`src/common/stp_pkg.sv`:
```
package stp_pkg;

   // Link timing
   localparam int unsigned STP_SYS_CLK_HZ  = 200_000_000;
   localparam int unsigned STP_LINK_CLK_HZ = 104_000;
   localparam int unsigned STP_SAMPLE_HZ   = 8_000;
   localparam int unsigned STP_TOL_PPM     = 20;

   // Fractional divider: one tick per half period of the link clock
   localparam int          STP_ACC_W    = 28;
   localparam logic [27:0] STP_ACC_MOD  = 28'(STP_SYS_CLK_HZ);
   localparam logic [27:0] STP_ACC_STEP = 28'(2 * STP_LINK_CLK_HZ);

   // Sample word
   localparam int          STP_WORD_BITS = 13;
   localparam logic [3:0]  STP_LAST_BIT  = 4'(STP_WORD_BITS - 1);

   // Receive buffer
   localparam int          STP_FIFO_DEPTH = 4;

   // Mode word is {control 1, control 2}
   typedef enum logic [1:0] {
      STP_MODE_NORMAL   = 2'h0,
      STP_MODE_DOWNLINK = 2'h1,
      STP_MODE_UPLINK   = 2'h2,
      STP_MODE_ACOUSTIC = 2'h3
   } stp_mode_t;

   // Gray along hold -> idle -> low <-> high, low -> idle
   typedef enum logic [1:0] {
      STP_ST_HOLD = 2'h2,
      STP_ST_IDLE = 2'h0,
      STP_ST_LOW  = 2'h1,
      STP_ST_HIGH = 2'h3
   } stp_state_t;

   // Port sends samples to the simulator in these modes
   function automatic logic stp_mode_tx(input stp_mode_t m);
      return (m == STP_MODE_DOWNLINK) || (m == STP_MODE_ACOUSTIC);
   endfunction

   // Port takes samples from the simulator in these modes
   function automatic logic stp_mode_rx(input stp_mode_t m);
      return (m == STP_MODE_UPLINK) || (m == STP_MODE_ACOUSTIC);
   endfunction

endpackage

```
`src/stp_fifo.sv`:
```
`timescale 1ns/10ps
`default_nettype none

// Shift-style FIFO: the head word always sits in slot 0, so the read
// side sees flip-flops directly and no read multiplexer.
module stp_fifo #(
   parameter int WIDTH = 13,
   parameter int DEPTH = 4
) (
   input  wire logic             sys_clk,
   input  wire logic             rst,
   input  wire logic             flush,
   input  wire logic [WIDTH-1:0] in_data,
   input  wire logic             in_valid,
   output logic                  in_ready,
   output logic [WIDTH-1:0]      out_data,
   output logic                  out_valid,
   input  wire logic             out_ready
);

   localparam int CW = $clog2(DEPTH + 1);

   typedef struct packed {
      logic [DEPTH-1:0][WIDTH-1:0] mem;
      logic [CW-1:0]               count;
      logic                        in_rdy;
      logic                        out_vld;
   } stp_fifo_t;

   stp_fifo_t r_r;
   stp_fifo_t r_nxt;

   always_comb begin
      logic          pop;
      logic          push;
      logic [CW-1:0] wr_idx;
      r_nxt  = r_r;
      pop    = r_r.out_vld && out_ready;
      push   = in_valid && r_r.in_rdy;
      wr_idx = r_r.count - CW'(pop);
      if (pop) begin
         for (int i = 0; i < DEPTH - 1; i++) begin
            r_nxt.mem[i] = r_r.mem[i + 1];
         end
      end
      if (push) begin
         for (int i = 0; i < DEPTH; i++) begin
            if (CW'(i) == wr_idx) begin
               r_nxt.mem[i] = in_data;
            end
         end
      end
      r_nxt.count = r_r.count - CW'(pop) + CW'(push);
      if (flush) begin
         r_nxt.count = '0;
      end
      r_nxt.out_vld = (r_nxt.count != '0);
      r_nxt.in_rdy  = (r_nxt.count != CW'(DEPTH));
   end

   always_ff @(posedge sys_clk or posedge rst) begin
      if (rst) begin
         r_r <= '0;
      end else begin
         r_r <= r_nxt;
      end
   end

   assign in_ready  = r_r.in_rdy;
   assign out_valid = r_r.out_vld;
   assign out_data  = r_r.mem[0];

endmodule

`default_nettype wire

```
`src/stp_speech_test_port.sv`:
```
`timescale 1ns/10ps
`default_nettype none

module stp_speech_test_port
   import stp_pkg::*;
#(
   parameter int FIFO_DEPTH = STP_FIFO_DEPTH
) (
   input  wire logic        sys_clk,
   input  wire logic        rst,
   input  wire logic        tp_rst_n_pin,
   input  wire logic        tp_ctl1_pin,
   input  wire logic        tp_ctl2_pin,
   input  wire logic        tp_din_pin,
   output logic             tp_clk,
   output logic             tp_dout,
   input  wire logic [12:0] path_tx_sample,
   input  wire logic        path_tx_valid,
   output logic             path_tx_ready,
   output logic [12:0]      path_rx_sample,
   output logic             path_rx_valid,
   input  wire logic        path_rx_ready,
   output logic             transcoder_rst,
   output logic             converter_rst,
   output logic [1:0]       test_mode,
   output logic             port_active
);

   typedef struct packed {
      logic [3:0]           meta;
      logic [3:0]           sync;
      logic [STP_ACC_W-1:0] acc;
      logic                 tick;
      stp_state_t           st;
      stp_mode_t            mode;
      logic [3:0]           bit_cnt;
      logic [12:0]          tx_hold;
      logic                 tx_full;
      logic                 tx_rdy;
      logic [12:0]          tx_sh;
      logic [12:0]          rx_sh;
      logic                 push;
      logic                 clk_o;
      logic                 dout;
      logic                 trc_rst;
      logic                 conv_rst;
      logic                 active;
   } stp_top_t;

   // Transcoder held in reset and the clock parked high until the
   // simulator's own reset line has been seen released
   localparam stp_top_t TOP_RST = '{
      st:       STP_ST_HOLD,
      mode:     STP_MODE_NORMAL,
      clk_o:    1'b1,
      trc_rst:  1'b1,
      conv_rst: 1'b1,
      default:  '0
   };

   stp_top_t r_r;
   stp_top_t r_nxt;

   logic fifo_in_ready;

   always_comb begin
      logic                 rst_n_s;
      logic                 din_s;
      stp_mode_t            mode_in;
      logic [STP_ACC_W:0]   acc_sum;
      logic                 start_ok;

      r_nxt = r_r;

      // Two flops on every pin from the simulator
      r_nxt.meta = {tp_din_pin, tp_ctl2_pin, tp_ctl1_pin, tp_rst_n_pin};
      r_nxt.sync = r_r.meta;
      rst_n_s    = r_r.sync[0];
      din_s      = r_r.sync[3];
      mode_in    = stp_mode_t'({r_r.sync[1], r_r.sync[2]});

      // Phase accumulator keeps the mean rate exact; jitter is one
      // system cycle, far below the bit time
      acc_sum = {1'b0, r_r.acc} + {1'b0, STP_ACC_STEP};
      if (acc_sum >= {1'b0, STP_ACC_MOD}) begin
         r_nxt.acc  = STP_ACC_W'(acc_sum - {1'b0, STP_ACC_MOD});
         r_nxt.tick = 1'b1;
      end else begin
         r_nxt.acc  = STP_ACC_W'(acc_sum);
         r_nxt.tick = 1'b0;
      end

      r_nxt.push     = 1'b0;
      r_nxt.trc_rst  = !rst_n_s;
      r_nxt.conv_rst = !rst_n_s;

      // Take one sample from the speech path into the holding word
      if (path_tx_valid && r_r.tx_rdy) begin
         r_nxt.tx_hold = path_tx_sample;
         r_nxt.tx_full = 1'b1;
      end

      // A word starts only when every direction in use is ready
      start_ok = (r_r.mode != STP_MODE_NORMAL)
               && (!stp_mode_tx(r_r.mode) || r_r.tx_full)
               && (!stp_mode_rx(r_r.mode) || fifo_in_ready);

      case (r_r.st)
         STP_ST_HOLD: begin
            r_nxt.clk_o   = 1'b1;
            r_nxt.dout    = 1'b0;
            r_nxt.bit_cnt = '0;
            r_nxt.tx_full = 1'b0;
            r_nxt.mode    = mode_in;
            if (rst_n_s) begin
               r_nxt.st = STP_ST_IDLE;
            end
         end
         STP_ST_IDLE: begin
            if (r_r.tick && start_ok) begin
               // Falling edge puts out the first (sign) bit
               r_nxt.clk_o   = 1'b0;
               r_nxt.bit_cnt = '0;
               if (stp_mode_tx(r_r.mode)) begin
                  r_nxt.tx_sh   = r_r.tx_hold;
                  r_nxt.tx_full = 1'b0;
                  r_nxt.dout    = r_r.tx_hold[12];
               end else begin
                  r_nxt.tx_sh = '0;
                  r_nxt.dout  = 1'b0;
               end
               r_nxt.st = STP_ST_LOW;
            end
         end
         STP_ST_LOW: begin
            if (r_r.tick) begin
               // Rising edge: simulator data has been stable for
               // half a bit, the sync delay is negligible against it
               r_nxt.clk_o = 1'b1;
               r_nxt.rx_sh = {r_r.rx_sh[11:0], din_s};
               if (r_r.bit_cnt == STP_LAST_BIT) begin
                  r_nxt.push = stp_mode_rx(r_r.mode);
                  r_nxt.st   = STP_ST_IDLE;
               end else begin
                  r_nxt.st = STP_ST_HIGH;
               end
            end
         end
         STP_ST_HIGH: begin
            if (r_r.tick) begin
               r_nxt.clk_o   = 1'b0;
               r_nxt.bit_cnt = r_r.bit_cnt + 4'h1;
               r_nxt.tx_sh   = {r_r.tx_sh[11:0], 1'b0};
               r_nxt.dout    = r_r.tx_sh[11];
               r_nxt.st      = STP_ST_LOW;
            end
         end
         default: begin
            r_nxt.st = STP_ST_HOLD;
         end
      endcase

      // Return to normal aborts the test at once; any other change
      // of mode waits for the next reset pulse
      if (r_r.st != STP_ST_HOLD && r_r.mode != STP_MODE_NORMAL
          && mode_in == STP_MODE_NORMAL) begin
         r_nxt.st    = STP_ST_HOLD;
         r_nxt.clk_o = 1'b1;
         r_nxt.dout  = 1'b0;
         r_nxt.push  = 1'b0;
      end

      // Simulator reset restarts the whole port, mid-word included
      if (!rst_n_s) begin
         r_nxt.st      = STP_ST_HOLD;
         r_nxt.clk_o   = 1'b1;
         r_nxt.dout    = 1'b0;
         r_nxt.push    = 1'b0;
         r_nxt.tx_full = 1'b0;
      end

      r_nxt.tx_rdy = !r_nxt.tx_full && stp_mode_tx(r_nxt.mode)
                   && (r_nxt.st != STP_ST_HOLD);
      r_nxt.active = (r_nxt.mode != STP_MODE_NORMAL)
                   && (r_nxt.st != STP_ST_HOLD);
   end

   always_ff @(posedge sys_clk or posedge rst) begin
      if (rst) begin
         r_r <= TOP_RST;
      end else begin
         r_r <= r_nxt;
      end
   end

   // Received words wait here for the encoder or converter; when it
   // stalls the buffer fills and the link clock stops
   stp_fifo #(
      .WIDTH (STP_WORD_BITS),
      .DEPTH (FIFO_DEPTH)
   ) u_rx_fifo (
      .sys_clk   (sys_clk),
      .rst       (rst),
      .flush     (r_r.trc_rst),
      .in_data   (r_r.rx_sh),
      .in_valid  (r_r.push),
      .in_ready  (fifo_in_ready),
      .out_data  (path_rx_sample),
      .out_valid (path_rx_valid),
      .out_ready (path_rx_ready)
   );

   assign tp_clk         = r_r.clk_o;
   assign tp_dout        = r_r.dout;
   assign path_tx_ready  = r_r.tx_rdy;
   assign transcoder_rst = r_r.trc_rst;
   assign converter_rst  = r_r.conv_rst;
   assign test_mode      = r_r.mode;
   assign port_active    = r_r.active;

endmodule

`default_nettype wire
```
`config.mk`:
```
export PLATFORM = sky130hd
export DESIGN_NAME = stp_speech_test_port
export DESIGN_NICKNAME = d
export VERILOG_FILES = /design/src/common/stp_pkg.sv /design/src/stp_fifo.sv /design/src/stp_speech_test_port.sv
export SDC_FILE = /design/constraint.sdc
export NUM_CORES = 1
export LEC_CHECK = 0
export BUFFER_PORTS_ARGS = -buffer_cell sky130_fd_sc_hd__buf_2
export CAP_MARGIN = 25
export CORE_MARGIN = 2
export CORE_UTILIZATION = 50
export CTS_BUF_LIST = sky130_fd_sc_hd__clkbuf_16
export CTS_CLUSTER_DIAMETER = 60
export DETAILED_ROUTE_END_ITERATION = 6
export PLACE_DENSITY_LB_ADDON = 0.15
export REMOVE_ABC_BUFFERS = 1
export SYNTH_ARGS = -nofsm -noshare
export SYNTH_HDL_FRONTEND = slang
export SYNTH_SLANG_ARGS = --single-unit
```
`constraint.sdc`:
```
create_clock -name sys_clk -period 5.7 [get_ports sys_clk]
set_input_delay 1.14 -clock sys_clk [delete_from_list [all_inputs] [get_ports sys_clk]]
set_output_delay 1.14 -clock sys_clk [all_outputs]
set_load 0.01 [all_outputs]
```
==> results.yml, run 1 <==
outcome:
  status: "completed"
cts:
  htreeDepth: 4
  clockBufferDepth: 2
  hold_buffers: 0
  cts_tree: "done"
  cts_buffers: 17
  cts_resized: 0
  clockRootBuffer: "clkbuf_16"
  cts.sinks: 140
  clk_latency_ps: 420
  post_cts_buffers: 0
  cts.clk_slew.worst_paths_ps: 60
final_layout:
  layout_common_cells: "dfrtp_1, nand2_1, o21ai_0"
  drive_gt1_frac: 0.197
  syn2layout_area_growth_pct: 11.1
  fillerInstances: 1223
  fin_nets: 704
  layout_commonest_cell: "dfrtp_1"
  n_antenna_cell: 0
global_route:
  grt_max_degree: 95
  grt_pass1_wl_mm: 22.1
  grt_overflow_total: 0
  track_usage: 0.189
  antenna_found_initial: 0
  grt_pass1_vias: 4610
power_and_ir_drop:
  power.clock.fraction: 0.463
  vdd_ir_drop_max_v: 0.000221
  p_comb_frac: 0.054
  p_leak_nw: 3.86
  pwr_density_cell_nw_per_um2: 291
  p_switching_mw: 0.513
  p_int_mw: 1.75
  seq_power_share: 0.483
  sw_frac_of_total: 0.227
  finalPower_mw: 2.26
setup_path:
  cp_max_fo: 12
  cp_common_cell: "o31a_1"
  worstPathRequired_ps: 6000
  max_stage_delay_ps: 690
  slowest_stage: "nor2_1"
  r2r-start: "r_r[63]$_DFF_PP0_"
  cp-start-kind: "register"
  crit_start: "r_r[63]$_DFF_PP0_"
  path_buf_inv: 0
  worstSetupPathType: "register to register"
  critPathTopFamily: "compound AO/OA/AOI/OAI gates"
  r2r_cells: 10
  end_kind: "register"
  cp.arrival_ps: 4250
  regToRegEndpoint: "r_r[80]$_DFF_PP0_"
  cp_cell_sequence: "ha_1, a211oi_4, o211ai_1, nand2_1, xor2_1, o31a_1, o31a_1, nor2_1, nand4_1, xnor2_1"
  r2r_setup_slack_ps: 1750
sta:
  finalSetupViolCount: 0
  fin_crit_sh: 0.693
  rsz0062_at_grt: "no"
  tightest_slew_ps: 940
  final.setup.tns_ps: 0
  final_hold_viol_count: 0
  fin_worst_skew_ps: 10.7
  slew_headroom: 0.373
  maxSlewViolCount: 0
  min_period_ps: 3950
  maxClockFrequency_mhz: 253
route:
  drc: 0
  vias: 4740
  drtIter0Drc: 273
  routed_wl_mm: 13.0
  post_drt_via_cell_ratio: 5.51
  firstDrtPassIters: 4
  ant_nets: 0
  wire_per_inst_um: 15.1
logic_synthesis:
  synthesis.area_um2: 6990
  synth-seq-cells: 140
  synth_edf_count: 0
  synth-async-reset-ratio: 1.00
  ys.flop_type: "dfrtp_1"
  yosysUniqueCellTypes: 69
  yosysTopAreaCell: "dfrtp_1"
  synth_top_area_share: 0.491
  synthesis.instances: 651
  avgSynthCellArea_um2: 10.7
  yosysWarnings: 0
  seq_area_frac_synth: 0.502
  netlist_top_cells_area: "dfrtp_1, mux2_2, mux2i_1, nand2_1, o21ai_0"
floorplanning:
  die_h_um: 122
  die_area_um2: 14900
  coreArea_um2: 13800
  initial_utilization: 0.507
  die_w_um: 122
  io_pins: 43
  rows: 43
flow_run:
  maxCapViolCount: 0
worst_hold_path:
  min_delay_path_depth: 0
  hp-start: "r_nxt[86]$_DFF_PP0_"
  hold_end: "r_r[86]$_DFF_PP0_"
  hold_path.class: "register to register"
placement:
  gp_congestion: 0.862
  portBuffers: 42
  hpwl_mm: 8.39
per-layer routing:
layer / GRT usage / up-vias / wire length [um]
met4: 0.0761 / 0 / 139
met5: 0 / - / 0
met3: 0.0379 / 15 / 443
met1: 0.243 / 2324 / 5940
met2: 0.313 / 92 / 6470
li1: - / 2309 / -
flip-flops by register name, summed over array words and instances, names as in the netlist:
register and flops:
u_rx_fifo.r_r 42, port_active 1, r_r 72, converter_rst 1
test_mode 2, tp_dout 1, u_rx_fifo.out_data 13, u_rx_fifo.in_ready 1
tp_clk 1, r_nxt 4, u_rx_fifo.out_valid 1, path_tx_ready 1
worst max path at each step:
| stage | slack [ps] | endpoint | cells past startpoint |
|---|---|---|---|
| 3_5_place_dp | 1790 | r_r[80]$_DFF_PP0_ | 10 |
| 2_1_floorplan | 500 | u_rx_fifo.r_r[18]$_DFF_PP0_ | 7 |
| 3_3_place_gp | 1860 | r_r[80]$_DFF_PP0_ | 10 |
| 6_report | 1750 | r_r[80]$_DFF_PP0_ | 10 |
| 5_1_grt | 1440 | r_r[78]$_DFF_PP0_ | 10 |
| 4_1_cts | 1780 | r_r[80]$_DFF_PP0_ | 10 |
metrics by stage:
stage                     setup slack (ps)  hold WS, ps   util  instance area, um2  cells
final                                 1750          347  0.563                7760    860
after global routing                  1440          354  0.563                7760    860
after CTS                             1780          348  0.563                7760    860
after detailed placement              1790          336  0.523                7200    828
after global placement                1860          334  0.523                7200    828
after floorplan                        501          331      -                6690    600
power by group through the flow:
stage          Sequential (mW)  Clock (mW)  Combinational [mW]
3_3_place_gp              1.11           0               0.119
2_1_floorplan             1.10           0              0.0880
6_report                  1.09        1.05               0.121
4_1_cts                   1.09        1.07               0.125
5_1_grt                   1.10        1.11               0.139
3_5_place_dp              1.11           0               0.124
cell type report:
cell class	instances	area (um2)	share of cell area
clock buffers	17	425	0.0548
flip-flops and latches	140	3510	0.452
multi-input cells	441	3130	0.404
clock inverters	15	134	0.0173
well taps	180	225	0.0290
inverters	19	76.3	0.00984
repair buffers	48	255	0.0329
cell usage after synthesis, types with 5 or more instances:
| cell type | n |
|---|---|
| a21oi_1 | 26 |
| a22oi_1 | 10 |
| buf_2 | 6 |
| buf_4 | 17 |
| clkbuf_1 | 20 |
| dfrtp_1 | 137 |
| ha_1 | 16 |
| inv_1 | 19 |
| mux2_2 | 40 |
| mux2i_1 | 41 |
| nand2_1 | 73 |
| nand2b_1 | 8 |
| nand3_1 | 17 |
| nand4_1 | 5 |
| nor2_1 | 29 |
| nor2b_1 | 6 |
| nor3_1 | 6 |
| o21ai_0 | 49 |
| xnor2_1 | 22 |
| xor2_1 | 12 |
logic make-up (layout without fill, tap and decap cells):
| group | after synthesis | count (layout) | share of synthesized area |
|---|---|---|---|
| buffers and inverters | 70 | 99 | 0.0523 |
| XOR/XNOR | 35 | 35 | 0.0450 |
| AO/OA/AOI/OAI | 133 | 133 | 0.125 |
| AND/OR/NAND/NOR | 176 | 176 | 0.124 |
| adder cells (fa/ha/maj) | 16 | 16 | 0.0287 |
| multiplexers | 81 | 81 | 0.123 |
| flip-flops | 140 | 140 | 0.502 |
No activity file was read; power rests on OpenSTA's default activity.
==> run 2: changes to the inputs <==
Settings changed: ABC_AREA set to 1.
Clock period 5.7 ns to 3.3 ns, I/O delays scaled along.
==> run 2 against run 1 <==
Critical path depth increased by 7; area after synthesis grew 5.4%; critical path type unchanged; combinational power grew 130%; largest cell class unchanged; utilization grew 0.72 points; wire length is 15% higher; critical endpoint is now r_r[70]$_DFF_PP0_; clock skew decreased by 2.9 ps; register-to-register slack worse by 1100 ps; clock power grew 88%; synthesized cell count up 43%; first-iteration DRC count grew 38%.
==> results.yml, run 2 <==
global_route:
  track_usage: 0.207
  antenna_found_initial: 0
  grt_pass1_wl_mm: 26.6
  grt_overflow_total: 0
  grt_max_degree: 70
  grt_pass1_vias: 5566
power_and_ir_drop:
  power.clock.fraction: 0.472
  seq_power_share: 0.461
  vdd_ir_drop_max_v: 0.000323
  p_int_mw: 3.23
  pwr_density_cell_nw_per_um2: 504
  p_switching_mw: 0.936
  p_leak_nw: 4.07
  sw_frac_of_total: 0.225
  finalPower_mw: 4.17
  p_comb_frac: 0.067
floorplanning:
  initial_utilization: 0.509
  rows: 44
  coreArea_um2: 14500
  die_w_um: 125
  io_pins: 43
  die_h_um: 125
  die_area_um2: 15700
final_layout:
  largest_reg_flops: 72
  drive_gt1_frac: 0.142
  fillerInstances: 1365
  n_antenna_cell: 0
  syn2layout_area_growth_pct: 12.1
  utilization: 0.570
  layout_commonest_cell: "nand2_1"
  top_register: "r_r"
  fin_nets: 996
  layout_common_cells: "nand2_1, dfrtp_1, inv_1"
sta:
  maxClockFrequency_mhz: 376
  fin_crit_sh: 0.806
  final_hold_viol_count: 0
  finalSetupViolCount: 0
  fin_worst_skew_ps: 7.84
  min_period_ps: 2660
  tightest_slew_ps: 849
  slew_headroom: 0.432
  hold_slack_ps: 319
  maxSlewViolCount: 0
  rsz0062_at_grt: "no"
logic_synthesis:
  synthesis.area_um2: 7360
  synth_edf_count: 0
  avgSynthCellArea_um2: 7.89
  synth_commonest_cells: "nand2_1, dfrtp_1, o21ai_0"
  synth-async-reset-ratio: 1.00
  yosysWarnings: 0
  yosysUniqueCellTypes: 43
  seq_area_frac_synth: 0.476
  netlist_top_cells_area: "dfrtp_1, nand2_1, o21ai_0, inv_1, nand3_1"
  yosysMostFrequentCell: "nand2_1"
  synthesis.instances: 933
  synth_top_area_share: 0.466
  ys.flop_type: "dfrtp_1"
  synth-seq-cells: 140
  yosysTopAreaCell: "dfrtp_1"
setup_path:
  cp_max_fo: 19
  worstPathRequired_ps: 3660
  cp.arrival_ps: 3020
  end_kind: "register"
  cp-start-kind: "register"
  worstSetupPathType: "register to register"
cts:
  clockRootBuffer: "clkbuf_16"
  cts_resized: 0
  hold_buffers: 0
  clockBufferDepth: 2
  cts_tree: "done"
  cts.clk_slew.worst_paths_ps: 60
  htreeDepth: 4
  clk_latency_ps: 420
  cts.sinks: 140
  cts_buffers: 17
  post_cts_buffers: 0
route:
  post_drt_via_cell_ratio: 5.07
  wire_per_inst_um: 13.0
  drtIter0Drc: 377
  routed_wl_mm: 15.0
  firstDrtPassIters: 5
  ant_nets: 0
  drc: 0
  vias: 5860
flow_run:
  maxCapViolCount: 0
placement:
  hpwl_mm: 10.2
  portBuffers: 42
  gp_congestion: 0.853
outcome:
  status: "completed"
worst_hold_path:
  hold_path.class: "input pin to async pin"
-- run 2: cell count changes after synthesis, sizes merged, moves of 27 or more --
cell   change
nor2      +47
nand2    +216
mux2i     -41
mux2      -27
nand3     +47
inv       +82
o21ai     +42
-- run 2: final cells by class --
| type | count | area (um2) | share of cell area |
|---|---|---|---|
| clock inverter | 15 | 181 | 0.0220 |
| multi-input combinational | 644 | 3220 | 0.390 |
| tap | 184 | 230 | 0.0279 |
| inverter | 104 | 397 | 0.0480 |
| timing repair buffer | 52 | 298 | 0.0361 |
| sequential | 140 | 3510 | 0.425 |
| clock buffer | 17 | 425 | 0.0515 |
-- run 2: cells by family (layout without fill, tap and decap cells) --
| family | count (synthesis) | after routing | synth area share |
|---|---|---|---|
| AO/OA/AOI/OAI | 145 | 145 | 0.110 |
| XOR/XNOR | 9 | 9 | 0.0107 |
| adder cells (fa/ha/maj) | 16 | 16 | 0.0272 |
| buffers and inverters | 149 | 188 | 0.0865 |
| flip-flops | 140 | 140 | 0.476 |
| multiplexers | 13 | 13 | 0.0199 |
| AND/OR/NAND/NOR | 461 | 461 | 0.270 |
-- run 2: final timing paths --
path,from,depth (start not counted),to,slack [ps]
hold reg to reg,r_nxt[87]$_DFF_PP0_,0,r_r[87]$_DFF_PP0_,350
setup reg to reg,r_r[63]$_DFF_PP0_,17,r_r[70]$_DFF_PP0_,640
min in group sys_clk,r_nxt[87]$_DFF_PP0_,0,r_r[87]$_DFF_PP0_,350
setup / recovery,r_r[63]$_DFF_PP0_,17,r_r[70]$_DFF_PP0_,640
hold / removal,rst,2,u_rx_fifo.r_r[26]$_DFF_PP0_,320
max in group asynchronous,rst,3,r_r[34]$_DFFE_PP0P_,2160
-- run 2: metal layers --
metal,GRT usage,up-vias,wire (um)
met5,0,-,0
met3,0.0475,9,502
met2,0.316,95,6830
li1,-,3049,-
met4,0.0542,0,119
met1,0.300,2707,7550
-- run 2: per-stage QoR --
step	instance area [um2]	setup TNS, ps	worst slack [ps]	cells
floorplan	7120	-171000	-1110	888
global placement	7650	0	736	1124
detailed placement	7650	0	656	1124
CTS	8260	0	632	1156
global route	8260	0	317	1156
finish	8260	0	640	1156
-- run 2: power groups by stage --
stage               logic (mW)  registers [mW]  clock network (mW)
global route             0.325            1.94                2.08
floorplan                0.197            1.94                   0
finish                   0.279            1.92                1.97
detailed placement       0.283            1.95                   0
CTS                      0.286            1.92                2.00
global placement         0.277            1.95                   0
-- run 2: critical path: stages (launching register included) --
cell,delay [ps]
dfrtp_1,420
ha_1,230
nand2_1,130
inv_1,60
nor2_1,160
inv_1,100
ha_1,220
inv_1,60
nor2_1,50
nand3_1,100
nand2_1,120
nor2_4,150
nand3_1,120
nand3_2,110
nand2_4,160
nand2_4,240
nand2_1,90
nand2_1,70
